==> config.mk <==
export PLATFORM = sky130hd
export DESIGN_NAME = dual_timer_counter
export DESIGN_NICKNAME = d
export VERILOG_FILES = /design/src/rtl/timer_pkg.sv /design/src/rtl/timer_unit.sv /design/src/rtl/dual_timer_counter.sv
export SDC_FILE = /design/constraint.sdc
export NUM_CORES = 1
export LEC_CHECK = 0
export BUFFER_PORTS_ARGS = -buffer_cell sky130_fd_sc_hd__buf_4
export CAP_MARGIN = 15
export CORE_MARGIN = 2
export CORE_UTILIZATION = 45
export CTS_CLUSTER_DIAMETER = 30
export DETAILED_ROUTE_END_ITERATION = 10
export GPL_TIMING_DRIVEN = 0
export PLACE_DENSITY = 0.72
export SLEW_MARGIN = 20
export SYNTH_ARGS = -nofsm -noshare
export SYNTH_HDL_FRONTEND = slang
export SYNTH_HIERARCHICAL = 1
export SYNTH_SLANG_ARGS = --single-unit
export TNS_END_PERCENT = 1
==> constraint.sdc <==
create_clock -name aclk -period 2.08 [get_ports aclk]
set_input_delay 0.208 -clock aclk [delete_from_list [all_inputs] [get_ports aclk]]
set_output_delay 0.208 -clock aclk [all_outputs]
set_load 0.02 [all_outputs]
==> src/rtl/timer_pkg.sv <==
// constants, field layouts and state types of the dual timer/counter
// assumes one clock (aclk) that also serves as the oscillator clock
package timer_pkg;
  localparam int UNITS = 2;
  localparam int MODE_NIBBLE = 4;
  // register byte addresses
  localparam logic [7:0] OFS_MODE = 8'h00;
  localparam logic [7:0] OFS_CTRL = 8'h04;
  localparam logic [7:0] OFS_CLKCFG = 8'h08;
  localparam logic [7:0] OFS_COUNT0 = 8'h0c;
  localparam logic [7:0] OFS_COUNT1 = 8'h10;
  localparam logic [7:0] OFS_IRQ_STATUS = 8'h14;
  localparam logic [7:0] OFS_IRQ_MASK = 8'h18;
  // control_register fields
  localparam int CTRL_RUN0_BIT = 4;
  localparam int CTRL_OVF0_BIT = 5;
  localparam int CTRL_RUN1_BIT = 6;
  localparam int CTRL_OVF1_BIT = 7;
  // clock_config_register fields
  localparam int CK_DBL0_BIT = 0;
  localparam int CK_DBL1_BIT = 1;
  localparam int CK_X2_BIT = 2;
  // reset values
  localparam logic [7:0] MODE_RST = 8'h00;
  localparam logic [2:0] CLKCFG_RST = 3'h0;
  localparam logic [1:0] RUN_RST = 2'h0;
  localparam logic [1:0] MASK_RST = 2'h0;
  // timing: six timer clocks per peripheral cycle
  localparam logic [2:0] PER_DIV_LAST = 3'h5;
  localparam logic [4:0] PRESCALE_LAST = 5'h1f;
  localparam logic [7:0] BYTE_LAST = 8'hff;
  localparam logic [1:0] RESP_OKAY = 2'h0;
  localparam logic [1:0] RESP_SLVERR = 2'h2;

  typedef enum logic [1:0] {
    MODE_13BIT = 2'b00,
    MODE_16BIT = 2'b01,
    MODE_RELOAD = 2'b10,
    MODE_SPLIT = 2'b11
  } unit_mode_type;

  // same order as one nibble of mode_register
  typedef struct packed {
    logic pin_qualify_enable;
    logic ext_count;
    unit_mode_type mode;
  } unit_cfg_type;

  typedef struct packed {
    logic [2:0] div;
    logic tick;
    logic sample;
    logic [7:0] count_low_byte;
    logic [7:0] count_high_byte;
    logic ovf;
  } unit_state_type;

  typedef enum logic {
    WR_COLLECT = 1'b0,
    WR_RESP = 1'b1
  } wr_state_type;

  typedef enum logic {
    RD_IDLE = 1'b0,
    RD_DATA = 1'b1
  } rd_state_type;

  typedef struct packed {
    logic half;
    logic [7:0] mode_register;
    logic [1:0] run_control_bit;
    logic [1:0] overflow_flag;
    logic [2:0] clock_config_register;
    logic [1:0] irq_mask;
    logic irq;
    wr_state_type wr_state;
    logic have_aw;
    logic have_w;
    logic [7:0] waddr;
    logic [31:0] wdata;
    logic [3:0] wstrb;
    logic awready;
    logic wready;
    logic bvalid;
    logic [1:0] bresp;
    rd_state_type rd_state;
    logic arready;
    logic rvalid;
    logic [1:0] rresp;
    logic [31:0] rdata;
  } top_state_type;
endpackage

==> src/rtl/timer_unit.sv <==
// one timer/counter unit: peripheral-cycle divider, edge sampler, 13/16-bit count
// assumes pins synchronous to aclk and loads only while the unit is stopped
`timescale 1ns/1ps
module timer_unit
  import timer_pkg::*;
(
  // clocking
  input wire logic aclk,
  input wire logic aresetn,
  input wire logic osc_half_tick,
  input wire logic double_speed_mode,
  input wire logic clock_double_select,
  // control
  input wire unit_cfg_type cfg,
  input wire logic run_control_bit,
  input wire logic external_qualify_pin,
  input wire logic count_pin,
  // preset
  input wire logic load_low,
  input wire logic load_high,
  input wire logic [15:0] load_value,
  // state
  output logic [15:0] count,
  output logic per_tick,
  output logic overflow
);
  unit_state_type st_r;
  unit_state_type st_nxt;
  logic tclk_en;
  logic step;
  logic enable;
  logic [16:0] sum16;

  always_comb
  begin
    st_nxt = st_r;
    st_nxt.tick = 1'b0;
    st_nxt.ovf = 1'b0;
    step = 1'b0;
    sum16 = {1'b0, st_r.count_high_byte, st_r.count_low_byte} + 17'h00001;
    tclk_en = clock_double_select ? osc_half_tick : (double_speed_mode | osc_half_tick); // [RQ10]
    if (tclk_en)
    begin
      if (st_r.div == PER_DIV_LAST)
      begin
        st_nxt.div = 3'h0;
        st_nxt.tick = 1'b1; // [RQ7]
      end
      else
      begin
        st_nxt.div = st_r.div + 3'h1;
      end
    end
    enable = run_control_bit & (~cfg.pin_qualify_enable | external_qualify_pin); // [RQ12] [RQ17]
    if (st_r.tick)
    begin
      st_nxt.sample = count_pin; // [RQ8]
      step = cfg.ext_count ? (st_r.sample & ~count_pin) : 1'b1; // [RQ6] [RQ8]
    end
    if (step & enable)
    begin
      case (cfg.mode)
        MODE_13BIT:
        begin
          // upper three low-byte bits are left as written
          st_nxt.count_low_byte[4:0] = st_r.count_low_byte[4:0] + 5'h01; // [RQ14]
          if (st_r.count_low_byte[4:0] == PRESCALE_LAST)
          begin
            st_nxt.count_high_byte = st_r.count_high_byte + 8'h01; // [RQ14]
            st_nxt.ovf = (st_r.count_high_byte == BYTE_LAST); // [RQ13]
          end
        end
        MODE_16BIT:
        begin
          st_nxt.count_high_byte = sum16[15:8]; // [RQ2] [RQ15]
          st_nxt.count_low_byte = sum16[7:0];
          st_nxt.ovf = sum16[16]; // [RQ2] [RQ13]
        end
        default:
        begin
          // reload and split modes are not built: the count holds
          st_nxt.ovf = 1'b0;
        end
      endcase
    end
    if (load_low)
    begin
      st_nxt.count_low_byte = load_value[7:0];
    end
    if (load_high)
    begin
      st_nxt.count_high_byte = load_value[15:8];
    end
  end

  always_ff @(posedge aclk)
  begin
    if (!aresetn)
    begin
      st_r <= '0;
    end
    else
    begin
      st_r <= st_nxt;
    end
  end

  assign count = {st_r.count_high_byte, st_r.count_low_byte};
  assign per_tick = st_r.tick;
  assign overflow = st_r.ovf;
endmodule

==> src/rtl/dual_timer_counter.sv <==
// dual timer/counter with AXI4-Lite register slave and masked interrupt
// assumes aclk is the oscillator clock and all pins are synchronous to it
//
// Notes on behaviour
// RQ1: two independent units, timer or counter each
// RQ2: low byte carry feeds high; high sets flag
// RQ3: setting run leaves count values untouched
// RQ4: software stops unit before presetting counts
// RQ5: software stops unit before changing mode
// RQ6: source select: internal clock or count pin
// RQ7: timer advances once per six timer clocks
// RQ8: count pin sampled per cycle, falling edge counts
// RQ9: count pin levels held one full cycle
// RQ10: double-select picks osc/2, else speed mode
// RQ11: unit zero uses low nibble, control bits 0,1,4,5; here it has bits 4,5 only
// RQ12: run alone enables unless qualify enabled
// RQ13: rollover to zero sets overflow flag, interrupt
// RQ14: mode 0 is 5-bit prescaler plus high byte
// RQ15: mode 1 is cascaded 16-bit counter
// RQ16: interrupt vectoring clears unit overflow flag
// RQ17: qualified counting needs pin high and run
//
// Design decisions made here: the AXI4-Lite slave port and the register offsets.
`timescale 1ns/1ps
module dual_timer_counter
  import timer_pkg::*;
(
  // clock and reset
  input wire logic aclk,
  input wire logic aresetn,
  // axi4-lite write address
  input wire logic [7:0] awaddr,
  input wire logic [2:0] awprot,
  input wire logic awvalid,
  output logic awready,
  // axi4-lite write data
  input wire logic [31:0] wdata,
  input wire logic [3:0] wstrb,
  input wire logic wvalid,
  output logic wready,
  // axi4-lite write response
  output logic [1:0] bresp,
  output logic bvalid,
  input wire logic bready,
  // axi4-lite read address
  input wire logic [7:0] araddr,
  input wire logic [2:0] arprot,
  input wire logic arvalid,
  output logic arready,
  // axi4-lite read data
  output logic [31:0] rdata,
  output logic [1:0] rresp,
  output logic rvalid,
  input wire logic rready,
  // timer pins, bit per unit
  input wire logic [1:0] external_qualify_pin,
  input wire logic [1:0] count_pin,
  // interrupt
  input wire logic [1:0] vector_ack,
  output logic irq
);
  top_state_type st_r;
  top_state_type st_nxt;
  logic [15:0] unit_count [UNITS];
  logic [1:0] unit_tick;
  logic [1:0] unit_ovf;
  logic [1:0] load_low;
  logic [1:0] load_high;
  logic [1:0] ovf_clear;
  logic [1:0] clock_double;
  logic do_write;
  logic wr_hit;
  logic rd_hit;
  logic [31:0] rd_word;

  assign clock_double = {st_r.clock_config_register[CK_DBL1_BIT], st_r.clock_config_register[CK_DBL0_BIT]};

  // two identical units, each with its own nibble and control bits
  genvar u;
  generate
    for (u = 0; u < UNITS; u++)
    begin : g_unit
      timer_unit unit_i ( // [RQ1]
        .aclk(aclk),
        .aresetn(aresetn),
        .osc_half_tick(st_r.half),
        .double_speed_mode(st_r.clock_config_register[CK_X2_BIT]),
        .clock_double_select(clock_double[u]),
        .cfg(unit_cfg_type'(st_r.mode_register[u*MODE_NIBBLE +: MODE_NIBBLE])), // [RQ11]
        .run_control_bit(st_r.run_control_bit[u]),
        .external_qualify_pin(external_qualify_pin[u]),
        .count_pin(count_pin[u]),
        .load_low(load_low[u]),
        .load_high(load_high[u]),
        .load_value(st_r.wdata[15:0]),
        .count(unit_count[u]),
        .per_tick(unit_tick[u]),
        .overflow(unit_ovf[u])
      );
    end
  endgenerate

  // read decode; unmapped or misaligned addresses answer slverr
  always_comb
  begin
    rd_hit = 1'b1;
    rd_word = 32'h00000000;
    case (araddr)
      OFS_MODE:
      begin
        rd_word = {24'h000000, st_r.mode_register};
      end
      OFS_CTRL:
      begin
        rd_word[CTRL_RUN0_BIT] = st_r.run_control_bit[0];
        rd_word[CTRL_OVF0_BIT] = st_r.overflow_flag[0];
        rd_word[CTRL_RUN1_BIT] = st_r.run_control_bit[1];
        rd_word[CTRL_OVF1_BIT] = st_r.overflow_flag[1];
      end
      OFS_CLKCFG:
      begin
        rd_word = {29'h00000000, st_r.clock_config_register};
      end
      OFS_COUNT0:
      begin
        rd_word = {16'h0000, unit_count[0]};
      end
      OFS_COUNT1:
      begin
        rd_word = {16'h0000, unit_count[1]};
      end
      OFS_IRQ_STATUS:
      begin
        rd_word = {30'h00000000, st_r.overflow_flag};
      end
      OFS_IRQ_MASK:
      begin
        rd_word = {30'h00000000, st_r.irq_mask};
      end
      default:
      begin
        rd_hit = 1'b0;
      end
    endcase
  end

  always_comb
  begin
    st_nxt = st_r;
    load_low = 2'h0;
    load_high = 2'h0;
    ovf_clear = 2'h0;
    wr_hit = 1'b1;
    st_nxt.half = ~st_r.half;
    do_write = (st_r.wr_state == WR_COLLECT) && st_r.have_aw && st_r.have_w;

    // address and data are taken independently, in either order
    if (awvalid && st_r.awready)
    begin
      st_nxt.have_aw = 1'b1;
      st_nxt.waddr = awaddr;
    end
    if (wvalid && st_r.wready)
    begin
      st_nxt.have_w = 1'b1;
      st_nxt.wdata = wdata;
      st_nxt.wstrb = wstrb;
    end

    case (st_r.wr_state)
      WR_COLLECT:
      begin
        if (do_write)
        begin
          case (st_r.waddr)
            OFS_MODE:
            begin
              if (st_r.wstrb[0])
              begin
                st_nxt.mode_register = st_r.wdata[7:0];
              end
            end
            OFS_CTRL:
            begin
              // overflow bits here are read-only; counts are not touched
              if (st_r.wstrb[0])
              begin
                st_nxt.run_control_bit[0] = st_r.wdata[CTRL_RUN0_BIT]; // [RQ3] [RQ11]
                st_nxt.run_control_bit[1] = st_r.wdata[CTRL_RUN1_BIT]; // [RQ3]
              end
            end
            OFS_CLKCFG:
            begin
              if (st_r.wstrb[0])
              begin
                st_nxt.clock_config_register = st_r.wdata[2:0];
              end
            end
            OFS_COUNT0:
            begin
              load_low[0] = st_r.wstrb[0];
              load_high[0] = st_r.wstrb[1];
            end
            OFS_COUNT1:
            begin
              load_low[1] = st_r.wstrb[0];
              load_high[1] = st_r.wstrb[1];
            end
            OFS_IRQ_STATUS:
            begin
              if (st_r.wstrb[0])
              begin
                ovf_clear = st_r.wdata[1:0];
              end
            end
            OFS_IRQ_MASK:
            begin
              if (st_r.wstrb[0])
              begin
                st_nxt.irq_mask = st_r.wdata[1:0];
              end
            end
            default:
            begin
              wr_hit = 1'b0;
            end
          endcase
          st_nxt.bresp = wr_hit ? RESP_OKAY : RESP_SLVERR;
          st_nxt.bvalid = 1'b1;
          st_nxt.have_aw = 1'b0;
          st_nxt.have_w = 1'b0;
          st_nxt.wr_state = WR_RESP;
        end
      end
      WR_RESP:
      begin
        if (bready)
        begin
          st_nxt.bvalid = 1'b0;
          st_nxt.wr_state = WR_COLLECT;
        end
      end
      default:
      begin
        st_nxt.wr_state = WR_COLLECT;
      end
    endcase
    st_nxt.awready = (st_nxt.wr_state == WR_COLLECT) && !st_nxt.have_aw;
    st_nxt.wready = (st_nxt.wr_state == WR_COLLECT) && !st_nxt.have_w;

    case (st_r.rd_state)
      RD_IDLE:
      begin
        if (arvalid && st_r.arready)
        begin
          st_nxt.rdata = rd_word;
          st_nxt.rresp = rd_hit ? RESP_OKAY : RESP_SLVERR;
          st_nxt.rvalid = 1'b1;
          st_nxt.arready = 1'b0;
          st_nxt.rd_state = RD_DATA;
        end
      end
      RD_DATA:
      begin
        if (rready)
        begin
          st_nxt.rvalid = 1'b0;
          st_nxt.arready = 1'b1;
          st_nxt.rd_state = RD_IDLE;
        end
      end
      default:
      begin
        st_nxt.rd_state = RD_IDLE;
      end
    endcase

    // a rollover in the clearing cycle keeps the flag set
    st_nxt.overflow_flag = (st_r.overflow_flag & ~ovf_clear & ~vector_ack) | unit_ovf; // [RQ13] [RQ16]
    st_nxt.irq = |(st_nxt.overflow_flag & st_r.irq_mask);
  end

  always_ff @(posedge aclk)
  begin
    if (!aresetn)
    begin
      st_r <= '0;
      st_r.mode_register <= MODE_RST;
      st_r.clock_config_register <= CLKCFG_RST;
      st_r.run_control_bit <= RUN_RST;
      st_r.irq_mask <= MASK_RST;
      st_r.wr_state <= WR_COLLECT;
      st_r.rd_state <= RD_IDLE;
      st_r.awready <= 1'b1;
      st_r.wready <= 1'b1;
      st_r.arready <= 1'b1;
    end
    else
    begin
      st_r <= st_nxt;
    end
  end

  assign awready = st_r.awready;
  assign wready = st_r.wready;
  assign bvalid = st_r.bvalid;
  assign bresp = st_r.bresp;
  assign arready = st_r.arready;
  assign rvalid = st_r.rvalid;
  assign rresp = st_r.rresp;
  assign rdata = st_r.rdata;
  assign irq = st_r.irq;
endmodule

## Word-level counts from Yosys, hierarchy flattened

Index checks and enable logic that the tools add are counted.

| storage, ports and cells | value |
|---|---|
| word-level logic and storage cells | 194 |
| bits in registers | 134 |

| operators by class | value |
|---|---|
| eq/ne operators | 26 |
| reduce and logical (&&, ||, !) cells | 44 |
| $add $sub $neg | 8 |
| mux-type cells | 57 |
| bitwise gates (word level) | 23 |

Operator list:

| cell | count |
|---|---|
| $pmux 13 s2 | 2 |
| $eq 8x5->1 const B | 6 |
| $mux 37 | 1 |
| $add 16x1->17 const B | 2 |
| $mux 17 | 2 |
| $eq 8x4->1 const B | 4 |
| $mux 8 | 4 |
| $pmux 4 s6 | 1 |
| $reduce_and 2->1 | 12 |
| $mux 2 | 11 |
| $mux 3 | 7 |
| $mux 1 | 20 |
| $mux 9 | 2 |
| $add 8x1->8 const B | 2 |
| $eq 8x3->1 const B | 2 |
| $eq 8x8->1 const B | 2 |
| $logic_not 8->1 | 2 |
| $pmux 4 s4 | 1 |
| $pmux 8 s2 | 1 |
| $reduce_and 4->1 | 4 |
| $reduce_or 7->1 | 2 |
| $reduce_bool 2->1 | 6 |
| $reduce_bool 3->1 | 4 |
| $add 5x1->5 const B | 2 |
| 19 further kinds | 56 |

## Logic depth before layout (Yosys ltp)

| depth | value |
|---|---|
| word-level depth | 11 |
| depth in mapped cells | 8 |

## Cells and area by module

The synthesis kept the hierarchy.

Modules (own cells, without submodules):

| module | seq. area each (µm²) | cells an instance | times used | area each (µm²) |
|---|---|---|---|---|
| dual_timer_counter | 1441.4 | 379 | 1 | 3448.3 |
| timer_unit | 440.4 | 166 | 2 | 1390.1 |

## Least setup slack after synthesis

OpenSTA, ideal clock, no wires.

| path | value |
|---|---|
| path kind | register to register |
| start | register st_r[85] (netlist bit) |
| end | register g_unit[0].unit_i.st_r, in the netlist g_unit[0].unit_i/count[2] |
| required time | 1.949 ns |
| library setup time | 0.131 ns |
| period minus slack after synthesis | 1.844 ns |
| arrival time | 1.712 ns |
| stages on the path, launching flop included | 9 |
| path slack | 0.236 ns |
| cell sequence | dfxtp_1 -> or3_4 -> nor2_1 -> nand2_1 -> nor4_1 -> inv_1 -> clkbuf_1 -> o21ai_0 -> a21oi_1 |

| on the way | value |
|---|---|
| word-level cells in the longest chain between the ends | 6 |

Ends and longest elaborated chain:

| what | RTL line | text |
|---|---|---|
| from (decl) | dual_timer_counter.sv:62 | `top_state_type st_r;` |
| from (signal assigned) | dual_timer_counter.sv:300 | `st_r <= st_nxt;` |
| $eq 8x4->1 * | dual_timer_counter.sv:175 | `case (st_r.waddr)` |
| $mux 1 * | dual_timer_counter.sv:175 |  |
| $mux 2 * | dual_timer_counter.sv:173 | `if (do_write)` |
| $mux 2 * | dual_timer_counter.sv:170 | `case (st_r.wr_state)` |
| named net load_low[0] | dual_timer_counter.sv:67 | `logic [1:0] load_low;` |
| $reduce_bool 3->1 (no source line) / $reduce_bool 2->1 (equally long branches) | - |  |
| $reduce_and 2->1 (no source line) | - |  |
| to (signal assigned) | timer_unit.sv:104 | `st_r <= st_nxt;` |
| to (decl) | timer_unit.sv:27 | `unit_state_type st_r;` |

Mark *: on every way through the listed nets, which the timed path passes. The rest lies on a longest branch.
A chain may end at the register's enable or synchronous reset.

## Worst setup path after layout

| path | value |
|---|---|
| start | register st_r[106] (netlist bit) |
| end | register g_unit[1].unit_i.st_r, in the netlist g_unit[1].unit_i/count[10] |

| on the way | value |
|---|---|
| word-level cells in the longest chain between the ends | 6 |

Ends and longest elaborated chain:

| what | RTL line | text |
|---|---|---|
| $not 1->1 | timer_unit.sv:54 | `enable = run_control_bit & (~cfg.pin_qualify_enable \| external_qualify_pin);` |
| $or 1x1->1 | timer_unit.sv:54 |  |
| $and 1x1->1 | timer_unit.sv:54 |  |
| $and 1x1->1 | timer_unit.sv:60 | `if (step & enable)` |
| $reduce_bool 2->1 (no source line) | - |  |
| $reduce_and 3->1 (no source line) | - |  |
| to (signal assigned) | timer_unit.sv:104 |  |
| to (decl) | timer_unit.sv:27 |  |

Every way passes these cells.

==> impl_metrics.py <==
metrics = {
    "synth": {
        "ys_seq_elements": 116,
        "synth-xor-area-share": 0.03234,
        "async_reset_ff_frac": 0,
        "synth_cell_type_count": 65,
        "synth_fa_ha_area_frac": 0.01607,
        "postSynthAreaPerCell_um2": 8.760,
        "synth.area.mux_share": 0.04962,
        "synth_flop_cell": "dfxtp_1",
        "yosysSeqAreaShare": 0.3728,
        "synth_area_um2": 6228,
        "synth_edf_count": 0,
        "synth_top_family_by_area": "simple AND/OR/NAND/NOR gates",
        "synth_compound_area_frac": 0.1878,
        "synthCells": 711,
        "synth_simple_gate_area_frac": 0.2308,
        "yosysWarningCount": 6,
    },
    "global_routing": {
        "overflow": 0,
        "track_usage": 0.2308,
        "grt_first_pass_wirelength_um": 25950,
        "grt_pass1_vias": 4962,
        "antenna_found_initial": 0,
        "grt_max_degree": 17,
    },
    "min_path": {
        "hp-class": "input port to flip-flop",
    },
    "sta": {
        "period_needed_ns": 1.973,
        "skew_ns": 0.007472,
        "fmax_ghz": 0.5067,
        "rsz0062_at_grt": "yes",
        "tightest_slew_ns": 0.6628,
        "relSlewSlack": 0.5555,
        "fin_crit_sh": 0.9488,
        "finalMaxSlewViolations": 0,
        "final_hold_viol_count": 0,
        "setup_violations": 0,
    },
    "worst_setup_path": {
        "critical_path.endpoint_type": "flip-flop",
        "rrSetupSlack_ns": 0.11,
        "path_cells": "nor2b_1 > a2111oi_4 > buf_4 > buf_4 > or3b_1 > xor2_1 > a21oi_1",
        "critPathKind": "flip-flop to flip-flop",
        "r2r-start": "st_r[106]$_SDFFE_PN0P_",
        "crit_path_top_delay_cell": "a2111oi_4",
        "cp.arrival_ns": 2.32,
        "crit_start": "st_r[106]$_SDFFE_PN0P_",
        "startpoint_type": "flip-flop",
        "cpMostUsedCell": "buf_4",
        "cp-endpoint": "g_unit[1].unit_i/count[10]$_SDFFE_PN0P_",
        "crit_required_ns": 2.42,
        "max_stage_delay_ns": 0.40,
        "reg2reg_to": "g_unit[1].unit_i/count[10]$_SDFFE_PN0P_",
        "reg2reg_depth": 7,
        "cp_max_fo": 10,
    },
    "route": {
        "routed_via_density": 5.354,
        "m1WireLength_um": 7447,
        "initialDrtViolationCount": 336,
        "wl_met2_um": 7733,
        "totalWireLength_um": 16380,
        "drcViolationCount": 0,
        "highest_layer": "met4",
        "vias": 5381,
        "wl_met3_um": 1006,
        "postRouteAntennaNets": 0,
        "first_pass_iters": 5,
        "post_drt_wl_per_cell_um": 16.30,
    },
    "cells_and_area": {
        "final_util": 0.5724,
        "fillers": 1250,
        "antenna_cells": 0,
        "drive_gt1_frac": 0.2569,
        "nNetsFinal": 895,
        "regArea_um2": 2323,
        "syn2layout_area_growth_pct": 23.14,
        "multi_input_area_um2": 3311,
        "fin_cells": 1005,
        "layout_common_cells": "buf_4, dfxtp_1, nand2_1",
        "mostFrequentLayoutCell": "buf_4",
    },
    "cts": {
        "path_clk_slew_ns": 0.05,
        "root_buffer": "clkbuf_16",
        "cts_tree": "built",
        "cts_htree_levels": 4,
        "ctsHoldBuffers": 0,
        "cts_buffers": 17,
        "max-clock-path-buffers": 2,
        "clock_sinks": 116,
        "insertion_delay_ns": 0.42,
    },
    "floorplanning": {
        "start_util": 0.4648,
        "dieArea_um2": 14800,
        "die_y_um": 121.7,
        "ios": 113,
        "core_region_area_um2": 13400,
        "die_w_um": 121.7,
        "row_count": 42,
    },
    "power": {
        "cell_internal_pwr_mw": 4.514,
        "pwr-share-clk": 0.517,
        "switching_share": 0.2291,
        "cellLeakagePower_nw": 3.174,
        "combPwrFrac": 0.078,
        "seq_power_share": 0.405,
        "p_switching_mw": 1.341,
        "ir_worst_vdd_mv": 0.4859,
        "powerDensity_nw_per_um2": 763.4,
    },
    "placement": {
        "gp_congestion": 0.8453,
        "dp.cells": 972,
        "post-dp-hpwl_um": 12340,
        "port_buffers": 68,
    },
    "outcome": {
        "status": "finished clean",
    },
    "run": {
        "cap_violations": 0,
    },
}
==> worst max-delay path: cells and delay by family (launching register included) <==
kind            cells  cell delay (ns)
compound gates      2             0.54
simple gates        2             0.54
buf+inv             2             0.35
flops               1             0.33
xor+xnor            1             0.15
==> metal layers <==
metal / GRT usage / vias up
met4: 0.06609 / 0
met1: 0.3027 / 2490
met5: 0 / -
met2: 0.3768 / 198
li1: - / 2679
met3: 0.05899 / 14
==> power by group through the flow <==
stage / Clock [mW] / Combinational (mW) / Sequential, mW
CTS: 3.06 / 0.451 / 2.37
global route: 3.19 / 0.499 / 2.38
finish: 3.03 / 0.454 / 2.37
detailed placement: 0 / 0.447 / 2.42
floorplan: 0 / 0.278 / 2.40
global placement: 0 / 0.441 / 2.42
==> synth_stat cells (5+ instances only) <==
| cell type | count | area share |
|---|---|---|
| buf_4 | 71 | 0.086 |
| o2bb2ai_1 | 6 | 0.0084 |
| clkbuf_1 | 16 | 0.0096 |
| a21boi_0 | 27 | 0.033 |
| inv_1 | 8 | 0.0048 |
| a22oi_1 | 12 | 0.014 |
| mux2_2 | 5 | 0.0090 |
| nor2_1 | 29 | 0.017 |
| a21oi_1 | 28 | 0.022 |
| buf_2 | 8 | 0.0064 |
| nand2b_1 | 5 | 0.0050 |
| a211oi_1 | 14 | 0.017 |
| mux2i_1 | 23 | 0.037 |
| nand4_1 | 19 | 0.019 |
| nor3_1 | 6 | 0.0048 |
| and3_1 | 9 | 0.0090 |
| nor2b_1 | 30 | 0.030 |
| ha_1 | 8 | 0.016 |
| a31oi_1 | 13 | 0.013 |
| a22o_1 | 7 | 0.0098 |
| xor2_1 | 20 | 0.028 |
| dfxtp_1 | 116 | 0.37 |
| nand2_1 | 86 | 0.052 |
| and2_1 | 9 | 0.0090 |
| o21ai_0 | 40 | 0.032 |
| nand3_1 | 18 | 0.014 |
==> layout make-up <==
cell class                 instances  area share
sequential                       116      0.3029
clock inverter                    10     0.02023
tap                              176     0.02871
multi-input combinational        504      0.4316
inverter                          10    0.004894
timing repair buffer              69     0.06754
clock buffer                      22     0.05922
buffer                            98     0.08483
==> flip-flops by register name, indices dropped and copies added, names as in the netlist, 2 cells and up <==
name,count
g_unit.unit_i/count,32
st_r,46
g_unit.unit_i/st_r,8
g_unit.unit_i/overflow,2
g_unit.unit_i/per_tick,2
rdata,16
clock_double,2
==> per-stage QoR <==
step | setup TNS [ns] | cell area [µm²] | hold WS, ns | setup slack [ns] | total power [mW]
floorplan | 0 | 6292 | 0.3463 | 0.2365 | 2.673
global placement | -0.2631 | 7023 | 0.4375 | -0.05122 | 2.858
detailed placement | -0.4716 | 7023 | 0.4489 | -0.1058 | 2.865
CTS | 0 | 7636 | 0.02746 | 0.03219 | 5.885
global route | -0.02784 | 7670 | 0.03954 | -0.02381 | 6.064
finish | 0 | 7670 | 0.03785 | 0.1065 | 5.855
==> worst min path at each step <==
stage                                start                                      end  slack [ns]  cells past startpoint
finish                        count_pin[1]   g_unit[1].unit_i/st_r[17]$_SDFFE_PN0P_        0.04                      3
global route                  count_pin[0]   g_unit[0].unit_i/st_r[17]$_SDFFE_PN0P_        0.04                      3
CTS                           count_pin[1]   g_unit[1].unit_i/st_r[17]$_SDFFE_PN0P_        0.03                      3
detailed placement  rdata[11]$_SDFFE_PN0P_                   rdata[11]$_SDFFE_PN0P_        0.45                      2
global placement    rdata[12]$_SDFFE_PN0P_                   rdata[12]$_SDFFE_PN0P_        0.44                      2
floorplan                          aresetn  g_unit[0].unit_i/count[15]$_SDFFE_PN0P_        0.35                      2
==> cells by family (layout without fill, tap and decap cells) <==
| family | after synthesis | after routing |
|---|---|---|
| buffers and inverters | 108 | 209 |
| and+or+nand+nor | 256 | 256 |
| AOI/OAI and AO/OA | 170 | 170 |
| adders and majority gates | 8 | 8 |
| xor gates and xnor gates | 23 | 23 |
| other | 1 | 18 |
| muxes | 29 | 29 |
| DFF | 116 | 116 |
==> timing repair <==
action                                  in CTS  in global routing
resized for setup                            2                 13
endpoints found under the hold margin        0                  0
setup buffers                                0                  1
endpoints found under the setup margin      12                 18
pin swaps                                    0                  1
(Power assumes the default switching activity.)
